`src/common/fpe_map.svh`:
```
// How it works
// RULE1: io write to port ff0f enters register mode
// RULE2: io read from port ff0f restores array mode
// RULE3: register mode decodes two low address bits
// RULE4: offsets: control 0, test 1, address 2, data 3
// RULE5: reset clears the whole sector control register
// RULE6: start needs legal op, key, sectors, no abort
// RULE7: op field 2..1: none, erase, write, recovery
// RULE8: margin field 4..3 selects read sense mode
// RULE9: run only sets with key 10 same write
// RULE10: key bits always read back as zero
// RULE11: each sector enable gates its own sector
// RULE12: run set freezes sector and margin bits
// RULE13: software clears run without the key
// RULE14: run locks latches and ignores array accesses
// RULE15: test register invisible outside test mode
// RULE16: address latch loads from array write or register
// RULE17: data latch loads from array write or register
// RULE18: erase starts only with data latch ffff
// RULE19: bit 7 reserved, reads zero, ignores writes
`ifndef FPE_MAP_SVH
`define FPE_MAP_SVH
`define FPE_IO_PORT 16'hff0f
`define FPE_OFF_CTRL 2'h0
`define FPE_OFF_TEST 2'h1
`define FPE_OFF_ADDR 2'h2
`define FPE_OFF_DATA 2'h3
`define FPE_CTRL_RESET 16'h0000
`define FPE_RUN_BIT 0
`define FPE_OP_LSB 1
`define FPE_MRG_LSB 3
`define FPE_KEY_LSB 5
`define FPE_SEC_LSB 8
`define FPE_KEY_UNLOCK 2'h2
`define FPE_ERASE_FILL 16'hffff
`define FPE_TEST_W 5
`endif

```
`src/common/fpe_pkg.sv`:
```
package fpe_pkg;
  typedef enum logic [1:0] {
    FPE_OP_NONE = 2'b00,
    FPE_OP_ERASE = 2'b01,
    FPE_OP_WRITE = 2'b10,
    FPE_OP_RECOVER = 2'b11
  } fpe_op_e;
  typedef enum logic [1:0] {
    FPE_MRG_NORMAL = 2'b00,
    FPE_MRG_ONES = 2'b01,
    FPE_MRG_ZEROS = 2'b10,
    FPE_MRG_DEPLETION = 2'b11
  } fpe_margin_e;
  typedef enum logic [1:0] {
    FPE_CMD_IO_OUT = 2'b00,
    FPE_CMD_IO_IN = 2'b01,
    FPE_CMD_MEM_WR = 2'b10,
    FPE_CMD_MEM_RD = 2'b11
  } fpe_cmd_e;
endpackage

```
`src/common/fpe_if.sv`:
```
`timescale 1ns/1ps
interface fpe_if (
  input wire logic clk,
  input wire logic arst_n
);
  logic io_sel;
  logic mem_sel;
  logic wr;
  logic rd;
  logic [15:0] addr;
  logic [15:0] wdata;
  logic [15:0] rdata;
  modport dev (
    input clk, arst_n, io_sel, mem_sel, wr, rd, addr, wdata,
    output rdata
  );
  modport core (
    input clk, arst_n, rdata,
    output io_sel, mem_sel, wr, rd, addr, wdata
  );
endinterface

```
`src/fpe_flash_ctrl.sv`:
```
`timescale 1ns/1ps
`include "fpe_map.svh"
module fpe_flash_ctrl (
  fpe_if.dev bus,
  input wire logic test_mode,
  input wire logic run_abort,
  input wire logic [15:0] array_rdata,
  output logic array_rd,
  output logic reg_mode,
  output logic run_active,
  output logic op_go,
  output fpe_pkg::fpe_op_e op_sel,
  output fpe_pkg::fpe_margin_e margin_sel,
  output logic [7:0] sector_enables,
  output logic [15:0] program_address_latch,
  output logic [15:0] program_data_latch,
  output logic [`FPE_TEST_W-1:0] flash_test
);
  logic reg_mode_q, reg_mode_d;
  logic [15:0] ctrl_q, ctrl_d;
  logic [15:0] addr_q, addr_d;
  logic [15:0] data_q, data_d;
  logic [`FPE_TEST_W-1:0] test_q, test_d;
  logic [15:0] rdata_q, rdata_d;
  logic abort_s1_q, abort_q;
  wire clk_w = bus.clk;
  wire arst_w = bus.arst_n;

  wire io_hit = bus.io_sel && (bus.addr == `FPE_IO_PORT);
  wire io_out = io_hit && bus.wr;
  wire io_in = io_hit && bus.rd;
  wire [1:0] off = bus.addr[1:0]; // [RULE3]
  wire reg_wr = bus.mem_sel && bus.wr && reg_mode_q;
  wire reg_rd = bus.mem_sel && bus.rd && reg_mode_q;
  wire arr_wr = bus.mem_sel && bus.wr && !reg_mode_q && !ctrl_q[`FPE_RUN_BIT]; // [RULE14]
  wire arr_rd = bus.mem_sel && bus.rd && !reg_mode_q && !ctrl_q[`FPE_RUN_BIT]; // [RULE14]
  wire wr_ctrl = reg_wr && (off == `FPE_OFF_CTRL); // [RULE4]
  wire wr_test = reg_wr && (off == `FPE_OFF_TEST) && test_mode; // [RULE15]
  wire wr_addr = reg_wr && (off == `FPE_OFF_ADDR) && !ctrl_q[`FPE_RUN_BIT];
  wire wr_data = reg_wr && (off == `FPE_OFF_DATA) && !ctrl_q[`FPE_RUN_BIT];
  wire running = ctrl_q[`FPE_RUN_BIT];
  wire key_ok = (bus.wdata[`FPE_KEY_LSB+:2] == `FPE_KEY_UNLOCK); // [RULE9]
  wire run_new = bus.wdata[`FPE_RUN_BIT] && (running || key_ok); // [RULE9] [RULE13]
  wire [1:0] op_f = ctrl_q[`FPE_OP_LSB+:2];
  wire [1:0] mrg_f = ctrl_q[`FPE_MRG_LSB+:2];
  wire [7:0] sec_f = ctrl_q[`FPE_SEC_LSB+:8];
  wire op_defined = (op_f != fpe_pkg::FPE_OP_NONE); // [RULE7]
  wire erase_like = (op_f == fpe_pkg::FPE_OP_ERASE);
  wire fill_ok = !erase_like || (data_q == `FPE_ERASE_FILL); // [RULE18]
  wire [15:0] ctrl_rd = {sec_f, 1'b0, 2'b00, mrg_f, op_f, running}; // [RULE10] [RULE19]
  wire [15:0] test_rd = test_mode ? {11'h000, test_q} : 16'h0000; // [RULE15]
  wire [15:0] reg_rd_val = (off == `FPE_OFF_CTRL) ? ctrl_rd :
                           (off == `FPE_OFF_TEST) ? test_rd :
                           (off == `FPE_OFF_ADDR) ? addr_q : data_q;

  always_comb begin
    reg_mode_d = reg_mode_q;
    if (io_out) begin
      reg_mode_d = 1'b1; // [RULE1]
    end else if (io_in) begin
      reg_mode_d = 1'b0; // [RULE2]
    end
  end

  always_comb begin
    ctrl_d = ctrl_q;
    if (wr_ctrl) begin
      if (running) begin
        // frozen: only run and op bits follow the write
        ctrl_d[`FPE_OP_LSB+:2] = bus.wdata[`FPE_OP_LSB+:2]; // [RULE12]
        ctrl_d[`FPE_RUN_BIT] = run_new;
      end else begin
        ctrl_d[`FPE_SEC_LSB+:8] = bus.wdata[`FPE_SEC_LSB+:8]; // [RULE11]
        ctrl_d[`FPE_MRG_LSB+:2] = bus.wdata[`FPE_MRG_LSB+:2]; // [RULE8]
        ctrl_d[`FPE_OP_LSB+:2] = bus.wdata[`FPE_OP_LSB+:2]; // [RULE7]
        ctrl_d[`FPE_RUN_BIT] = run_new; // [RULE9]
      end
    end
    ctrl_d[7:5] = 3'b000; // [RULE10] [RULE19]
  end

  always_comb begin
    addr_d = addr_q;
    data_d = data_q;
    if (arr_wr) begin
      addr_d = bus.addr; // [RULE16]
      data_d = bus.wdata; // [RULE17]
    end
    if (wr_addr) begin
      addr_d = bus.wdata; // [RULE16]
    end
    if (wr_data) begin
      data_d = bus.wdata; // [RULE17]
    end
  end

  assign test_d = wr_test ? bus.wdata[`FPE_TEST_W-1:0] : test_q;

  always_comb begin
    rdata_d = rdata_q;
    if (reg_rd) begin
      rdata_d = reg_rd_val;
    end else if (arr_rd) begin
      rdata_d = array_rdata;
    end else if (bus.mem_sel && bus.rd) begin
      rdata_d = 16'h0000; // [RULE14]
    end
  end

  always_ff @(posedge clk_w or negedge arst_w) begin
    if (!arst_w) begin
      abort_s1_q <= 1'b0;
      abort_q <= 1'b0;
    end else begin
      abort_s1_q <= run_abort;
      abort_q <= abort_s1_q;
    end
  end

  always_ff @(posedge clk_w or negedge arst_w) begin
    if (!arst_w) begin
      reg_mode_q <= 1'b0;
      ctrl_q <= `FPE_CTRL_RESET; // [RULE5]
      addr_q <= 16'h0000;
      data_q <= 16'h0000;
      test_q <= '0;
      rdata_q <= 16'h0000;
    end else begin
      reg_mode_q <= reg_mode_d;
      ctrl_q <= ctrl_d;
      addr_q <= addr_d;
      data_q <= data_d;
      test_q <= test_d;
      rdata_q <= rdata_d;
    end
  end

  // array is altered only with a legal, unlocked, unaborted setup
  assign op_go = running && !abort_q && op_defined && (sec_f != 8'h00) &&
                 (mrg_f == fpe_pkg::FPE_MRG_NORMAL) && fill_ok; // [RULE6] [RULE18]
  assign op_sel = fpe_pkg::fpe_op_e'(op_f);
  assign margin_sel = fpe_pkg::fpe_margin_e'(mrg_f);
  assign sector_enables = sec_f; // [RULE11]
  assign program_address_latch = addr_q;
  assign program_data_latch = data_q;
  assign flash_test = test_q;
  assign reg_mode = reg_mode_q;
  assign run_active = running;
  assign array_rd = arr_rd;
  assign bus.rdata = rdata_q;
endmodule

```
`src/flat_wrapper.sv`:
```
// flat-port wrapper written by rule: the top's interface ports become plain ports
module fpe_flash_ctrl_flat 
  (test_mode, run_abort, array_rdata, array_rd, reg_mode, run_active, op_go, op_sel, margin_sel, sector_enables, program_address_latch, program_data_latch, flash_test, clk, arst_n, bus_io_sel, bus_mem_sel, bus_wr, bus_rd, bus_addr, bus_wdata, bus_rdata);
  fpe_if bus_i (.clk(clk), .arst_n(arst_n));
  input wire logic test_mode;
  input wire logic run_abort;
  input wire logic [15:0] array_rdata;
  output logic array_rd;
  output logic reg_mode;
  output logic run_active;
  output logic op_go;
  output fpe_pkg::fpe_op_e op_sel;
  output fpe_pkg::fpe_margin_e margin_sel;
  output logic [7:0] sector_enables;
  output logic [15:0] program_address_latch;
  output logic [15:0] program_data_latch;
  output logic [`FPE_TEST_W-1:0] flash_test;
  input wire logic clk;
  input wire logic arst_n;
  input wire logic [$bits(bus_i.io_sel)-1:0] bus_io_sel;
  input wire logic [$bits(bus_i.mem_sel)-1:0] bus_mem_sel;
  input wire logic [$bits(bus_i.wr)-1:0] bus_wr;
  input wire logic [$bits(bus_i.rd)-1:0] bus_rd;
  input wire logic [$bits(bus_i.addr)-1:0] bus_addr;
  input wire logic [$bits(bus_i.wdata)-1:0] bus_wdata;
  output wire logic [$bits(bus_i.rdata)-1:0] bus_rdata;
  assign bus_i.io_sel = bus_io_sel;
  assign bus_i.mem_sel = bus_mem_sel;
  assign bus_i.wr = bus_wr;
  assign bus_i.rd = bus_rd;
  assign bus_i.addr = bus_addr;
  assign bus_i.wdata = bus_wdata;
  assign bus_rdata = bus_i.rdata;
  fpe_flash_ctrl u_core (.bus(bus_i), .test_mode(test_mode), .run_abort(run_abort), .array_rdata(array_rdata), .array_rd(array_rd), .reg_mode(reg_mode), .run_active(run_active), .op_go(op_go), .op_sel(op_sel), .margin_sel(margin_sel), .sector_enables(sector_enables), .program_address_latch(program_address_latch), .program_data_latch(program_data_latch), .flash_test(flash_test));
endmodule
```
`config.mk`:
```
export PLATFORM = sky130hd
export DESIGN_NAME = fpe_flash_ctrl_flat
export DESIGN_NICKNAME = d
export VERILOG_FILES = /design/src/common/fpe_pkg.sv /design/src/common/fpe_if.sv /design/src/fpe_flash_ctrl.sv /design/src/flat_wrapper.sv
export VERILOG_INCLUDE_DIRS = /design/src /design/src/common
export SDC_FILE = /design/constraint.sdc
export NUM_CORES = 1
export LEC_CHECK = 0
export ABC_AREA = 1
export BUFFER_PORTS_ARGS = -buffer_cell sky130_fd_sc_hd__buf_2
export CORE_MARGIN = 2
export CORE_UTILIZATION = 30
export DETAILED_ROUTE_END_ITERATION = 8
export GPL_TIMING_DRIVEN = 1
export MAX_ROUTING_LAYER = met4
export PLACE_DENSITY = 0.52
export SLEW_MARGIN = 10
export SYNTH_ARGS = -nofsm -noshare
export SYNTH_HDL_FRONTEND = slang
export SYNTH_SLANG_ARGS = --single-unit
```
`constraint.sdc`:
```
create_clock -name clk -period 1.62 [get_ports clk]
set_clock_uncertainty 0.1 [all_clocks]
set_input_delay 0.081 -clock clk [delete_from_list [all_inputs] [get_ports clk]]
set_output_delay 0.081 -clock clk [all_outputs]
set_load 0.005 [all_outputs]
```
==> reports/qor.csv <==
stage;metric;value;unit
floorplanning;io pins;125;
critical_path;worst reg2reg path startpoint;u_core.ctrl_q[0];
synthesis;Syn Inst Count;481;
drt;drt wl/cell;14.8;um
sta;Setup-failing EPs final;0;
finish;filler cell count;1266;
global_routing;grt ovf;0;
synthesis;mapped cell area;0.00362;sq mm
synthesis;commonest cells in the netlist;212 x nand2_1, 69 x dfrtp_1, 38 x inv_1, 35 x nand3_1, 34 x nor2_1;
clock_tree;Max Buffers Root-to-Sink;2;
floorplanning;die width;114;um
power_and_ir_drop;Switching Share;23.0;%
power_and_ir_drop;NetSw;903;uW
placed_design;Placement Setup Slack;0.107;ns
finish;non-filler cells, final;817;
finish;Nets;723;
placed_design;gpl congestion;0.918;
power_and_ir_drop;logic gate share of total power;10.0;%
synthesis;Net Count, Synth;537;
finish;share of cells above drive strength 1;29.1;%
clock_tree;Clock Root Buffer;clkbuf_16;
power_and_ir_drop;register share of total power;44.7;%
synthesis;Yosys top cell area share;47.7;%
critical_path;CP Capture Type;primary output;
finish;sequential cell area;0.00173;sq mm
critical_path;R2R cell count;7;
drt;drt initial violations;233;
sta;Tcrit/Tclk final;98.8;%
synthesis;asr flop ratio synth;100;%
sta;Period minus WS final;1.60;ns
critical_path;Critical Path Fanout Max;4;
power_and_ir_drop;total internal power;3.02;mW
finish;Final Util;43.8;%
floorplanning;total die area;0.0130;sq mm
synthesis;Unique masters post-synth;26;
sta;Worst-Margin Slew;0.453;ns
floorplanning;total core area;0.0119;sq mm
sta;final hold vios;0;
sta;RSZ-0062 raised after global routing;true;
critical_path;type of origin of the critical path;flop;
synthesis;largest cells by area after synthesis;dfrtp_1 48%, nand2_1 22%, nand3_1 4.8%;
critical_path;Crit path max-delay family;simple AND/OR/NAND/NOR gates;
clock_tree;clock sinks;69;
critical_path;Worst R2R Setup Slack;0.11;ns
floorplanning;number of core rows;40;
sta;Slew Limit Fails;0;
finish;Inserted Diodes;0;
power_and_ir_drop;Static Leak;2.87;nW
finish;footprint of the multi-input gates;0.00161;sq mm
run_status;status;finished, final reports clean;
synthesis;Synth area leader;dfrtp_1;
global_routing;Tot GR Track Use;19.3;%
global_routing;initial antenna violation count;0;
drt;Vias;3691;
finish;Synth-to-Final Area Change;44.2;%
synthesis;most frequent cell after synthesis;nand2_1;
hold_path;hold depth;3;
clock_tree;Worst-path clk slew;0.05;ns
sta;final worst slack;0.0194;ns
floorplanning;Die H;114;um
critical_path;slowest stage cell, crit path;dfrtp_1;
critical_path;WP depth;7;
drt;1st-pass router iterations;4;
global_routing;vias in the first global route;3531;
flow_run;Max Cap Violations;0;
synthesis;Ys Warns;0;
sta;Peak Freq;0.625;GHz
clock_tree;Worst-Skew Late Latency;0.33;ns
critical_path;Worst path max stage delay;0.38;ns
drt;via/cell ratio;4.52;
global_routing;largest net degree at the start of global routing;70;
power_and_ir_drop;Clock power frac;45.3;%
critical_path;WP data arrival;1.42;ns
power_and_ir_drop;Power Density;752;mW/mm^2
global_routing;first-pass GRT wire length;18.6;mm
placed_design;Placed Cells;745;
critical_path;reg-to-reg endpoint;u_core.program_address_latch[7];
synthesis;Seq/Total Area, Yosys;47.7;%
drt;ANT nets after route;0;
critical_path;WS Path Type;flop to primary output;
hold_path;worst hold endpoint;u_core.ctrl_q[10];
critical_path;Most common cell on crit path;nor2_1;
critical_path;CP required;1.44;ns
sta;slew margin rel.;69.7;%
placed_design;Placed Area;0.00438;sq mm
clock_tree;TritonCTS clock tree;yes;
clock_tree;TritonCTS Buffers;9;
critical_path;Buf+Inv Stages, Crit Path;1;
placed_design;DP HPWL;8.91;mm
clock_tree;H-tree depth;3;
synthesis;post-synthesis register bit count;69;
floorplanning;Initial Util;30.4;%
placed_design;IO buf count;124;
critical_path;worst-path cell chain;nand2_1 > nor2_1 > nand2_1 > nor2_1 > nor2_1 > nor2_1 > buf_2;
hold_path;Hold Path Class;input port to flop;
synthesis;Avg Synthesized Cell Area;7.52;sq um
power_and_ir_drop;Worst VDD drop;383;uV
synthesis;EDFF count, synth;0;
drt;DRC;0;
finish;design area;0.00522;sq mm
drt;aggregate routed wire length;12.1;mm
synthesis;Top FF cell, synth;dfrtp_1;
hold_path;hold_sp;bus_wdata[10];
worst register-to-register path, stage by stage, from the launching register on:
cell     delay, ns
dfrtp_2       0.43
buf_4         0.15
nor2_4        0.23
nand2_8       0.17
inv_1         0.14
nand2_1       0.06
nand3_1       0.07
nand2_1       0.05
cells by family (layout without fill, tap and decap cells):
family / count (synthesis) / count (layout) / synth area share, %
AO/OA/AOI/OAI: 58 / 58 / 10.1
buffers and inverters: 60 / 249 / 8.09
flip-flops: 69 / 69 / 47.7
AND/OR/NAND/NOR: 294 / 294 / 34.0
worst max-delay path by stage:
| stage | startpoint | to | slack, ns |
|---|---|---|---|
| floorplan | u_core.reg_mode | u_core.program_address_latch[10] | 0.26 |
| global placement | u_core.reg_mode | u_core.ctrl_q[11] | 0.15 |
| detailed placement | u_core.reg_mode | u_core.ctrl_q[13] | 0.11 |
| CTS | u_core.ctrl_q[0] | op_go | 0.002 |
| global route | u_core.program_data_latch[9] | op_go | -0.08 |
| finish | u_core.program_data_latch[9] | op_go | 0.02 |
area by class of cell:
class	instances	area share [%]
Tap cell	147	3.53
Inverter	44	3.21
Clock inverter	2	0.192
Multi-Input combinational cell	352	30.8
Clock buffer	12	4.92
Timing Repair Buffer	191	24.1
Sequential cell	69	33.2
power by group through the flow:
stage	registers, mW	clock network, mW	logic [mW]
finish	1.76	1.78	0.391
detailed placement	1.79	0	0.302
CTS	1.75	1.83	0.392
floorplan	1.78	0	0.120
global route	1.76	1.91	0.432
global placement	1.79	0	0.301
metrics by stage:
stage	hold slack [ns]	setup TNS [ns]	power [mW]
2_1_floorplan	-0.315	0	1.90
3_3_place_gp	0.0404	0	2.09
3_5_place_dp	0.0426	0	2.09
4_1_cts	0.0138	0	3.97
5_1_grt	0.0525	-0.0922	4.10
6_report	0.00650	0	3.92
state kept, by name, summed over array words and instances, names as in the netlist:
signal,cells
u_core.abort_q,1
u_core.abort_s1_q,1
u_core.ctrl_q,13
u_core.bus.rdata,16
u_core.program_address_latch,16
u_core.reg_mode,1
u_core.program_data_latch,16
u_core.flash_test,5
metal layers:
layer | track usage (%) | wire length, um | up-vias
met5 | - | 0 | -
met4 | 6.75 | 252 | 0
met3 | 3.40 | 645 | 17
met2 | 28.8 | 5400 | 110
met1 | 26.5 | 5800 | 1686
li1 | - | - | 1878
timing repair:
item,CTS,global route
setup endpoints to repair,2,13
setup buffers,6,4
hold buffers,48,0
pin swaps,2,0
gates resized for setup,1,6
endpoints found under the hold margin,122,0
cells in the final DEF, fill, tap and decap left out, drive strengths merged, types with 3 or more instances in the layout:
master       synthesis  routed
a21oi               10      10
buf                 15     143
clkbuf               1      12
clkinv               1       3
dfrtp               69      69
dlygate4sd3          0      48
inv                 43      43
nand2              217     217
nand3               36      36
nor2                40      40
o21ai               46      46
No activity file was read; power rests on OpenSTA's default activity.
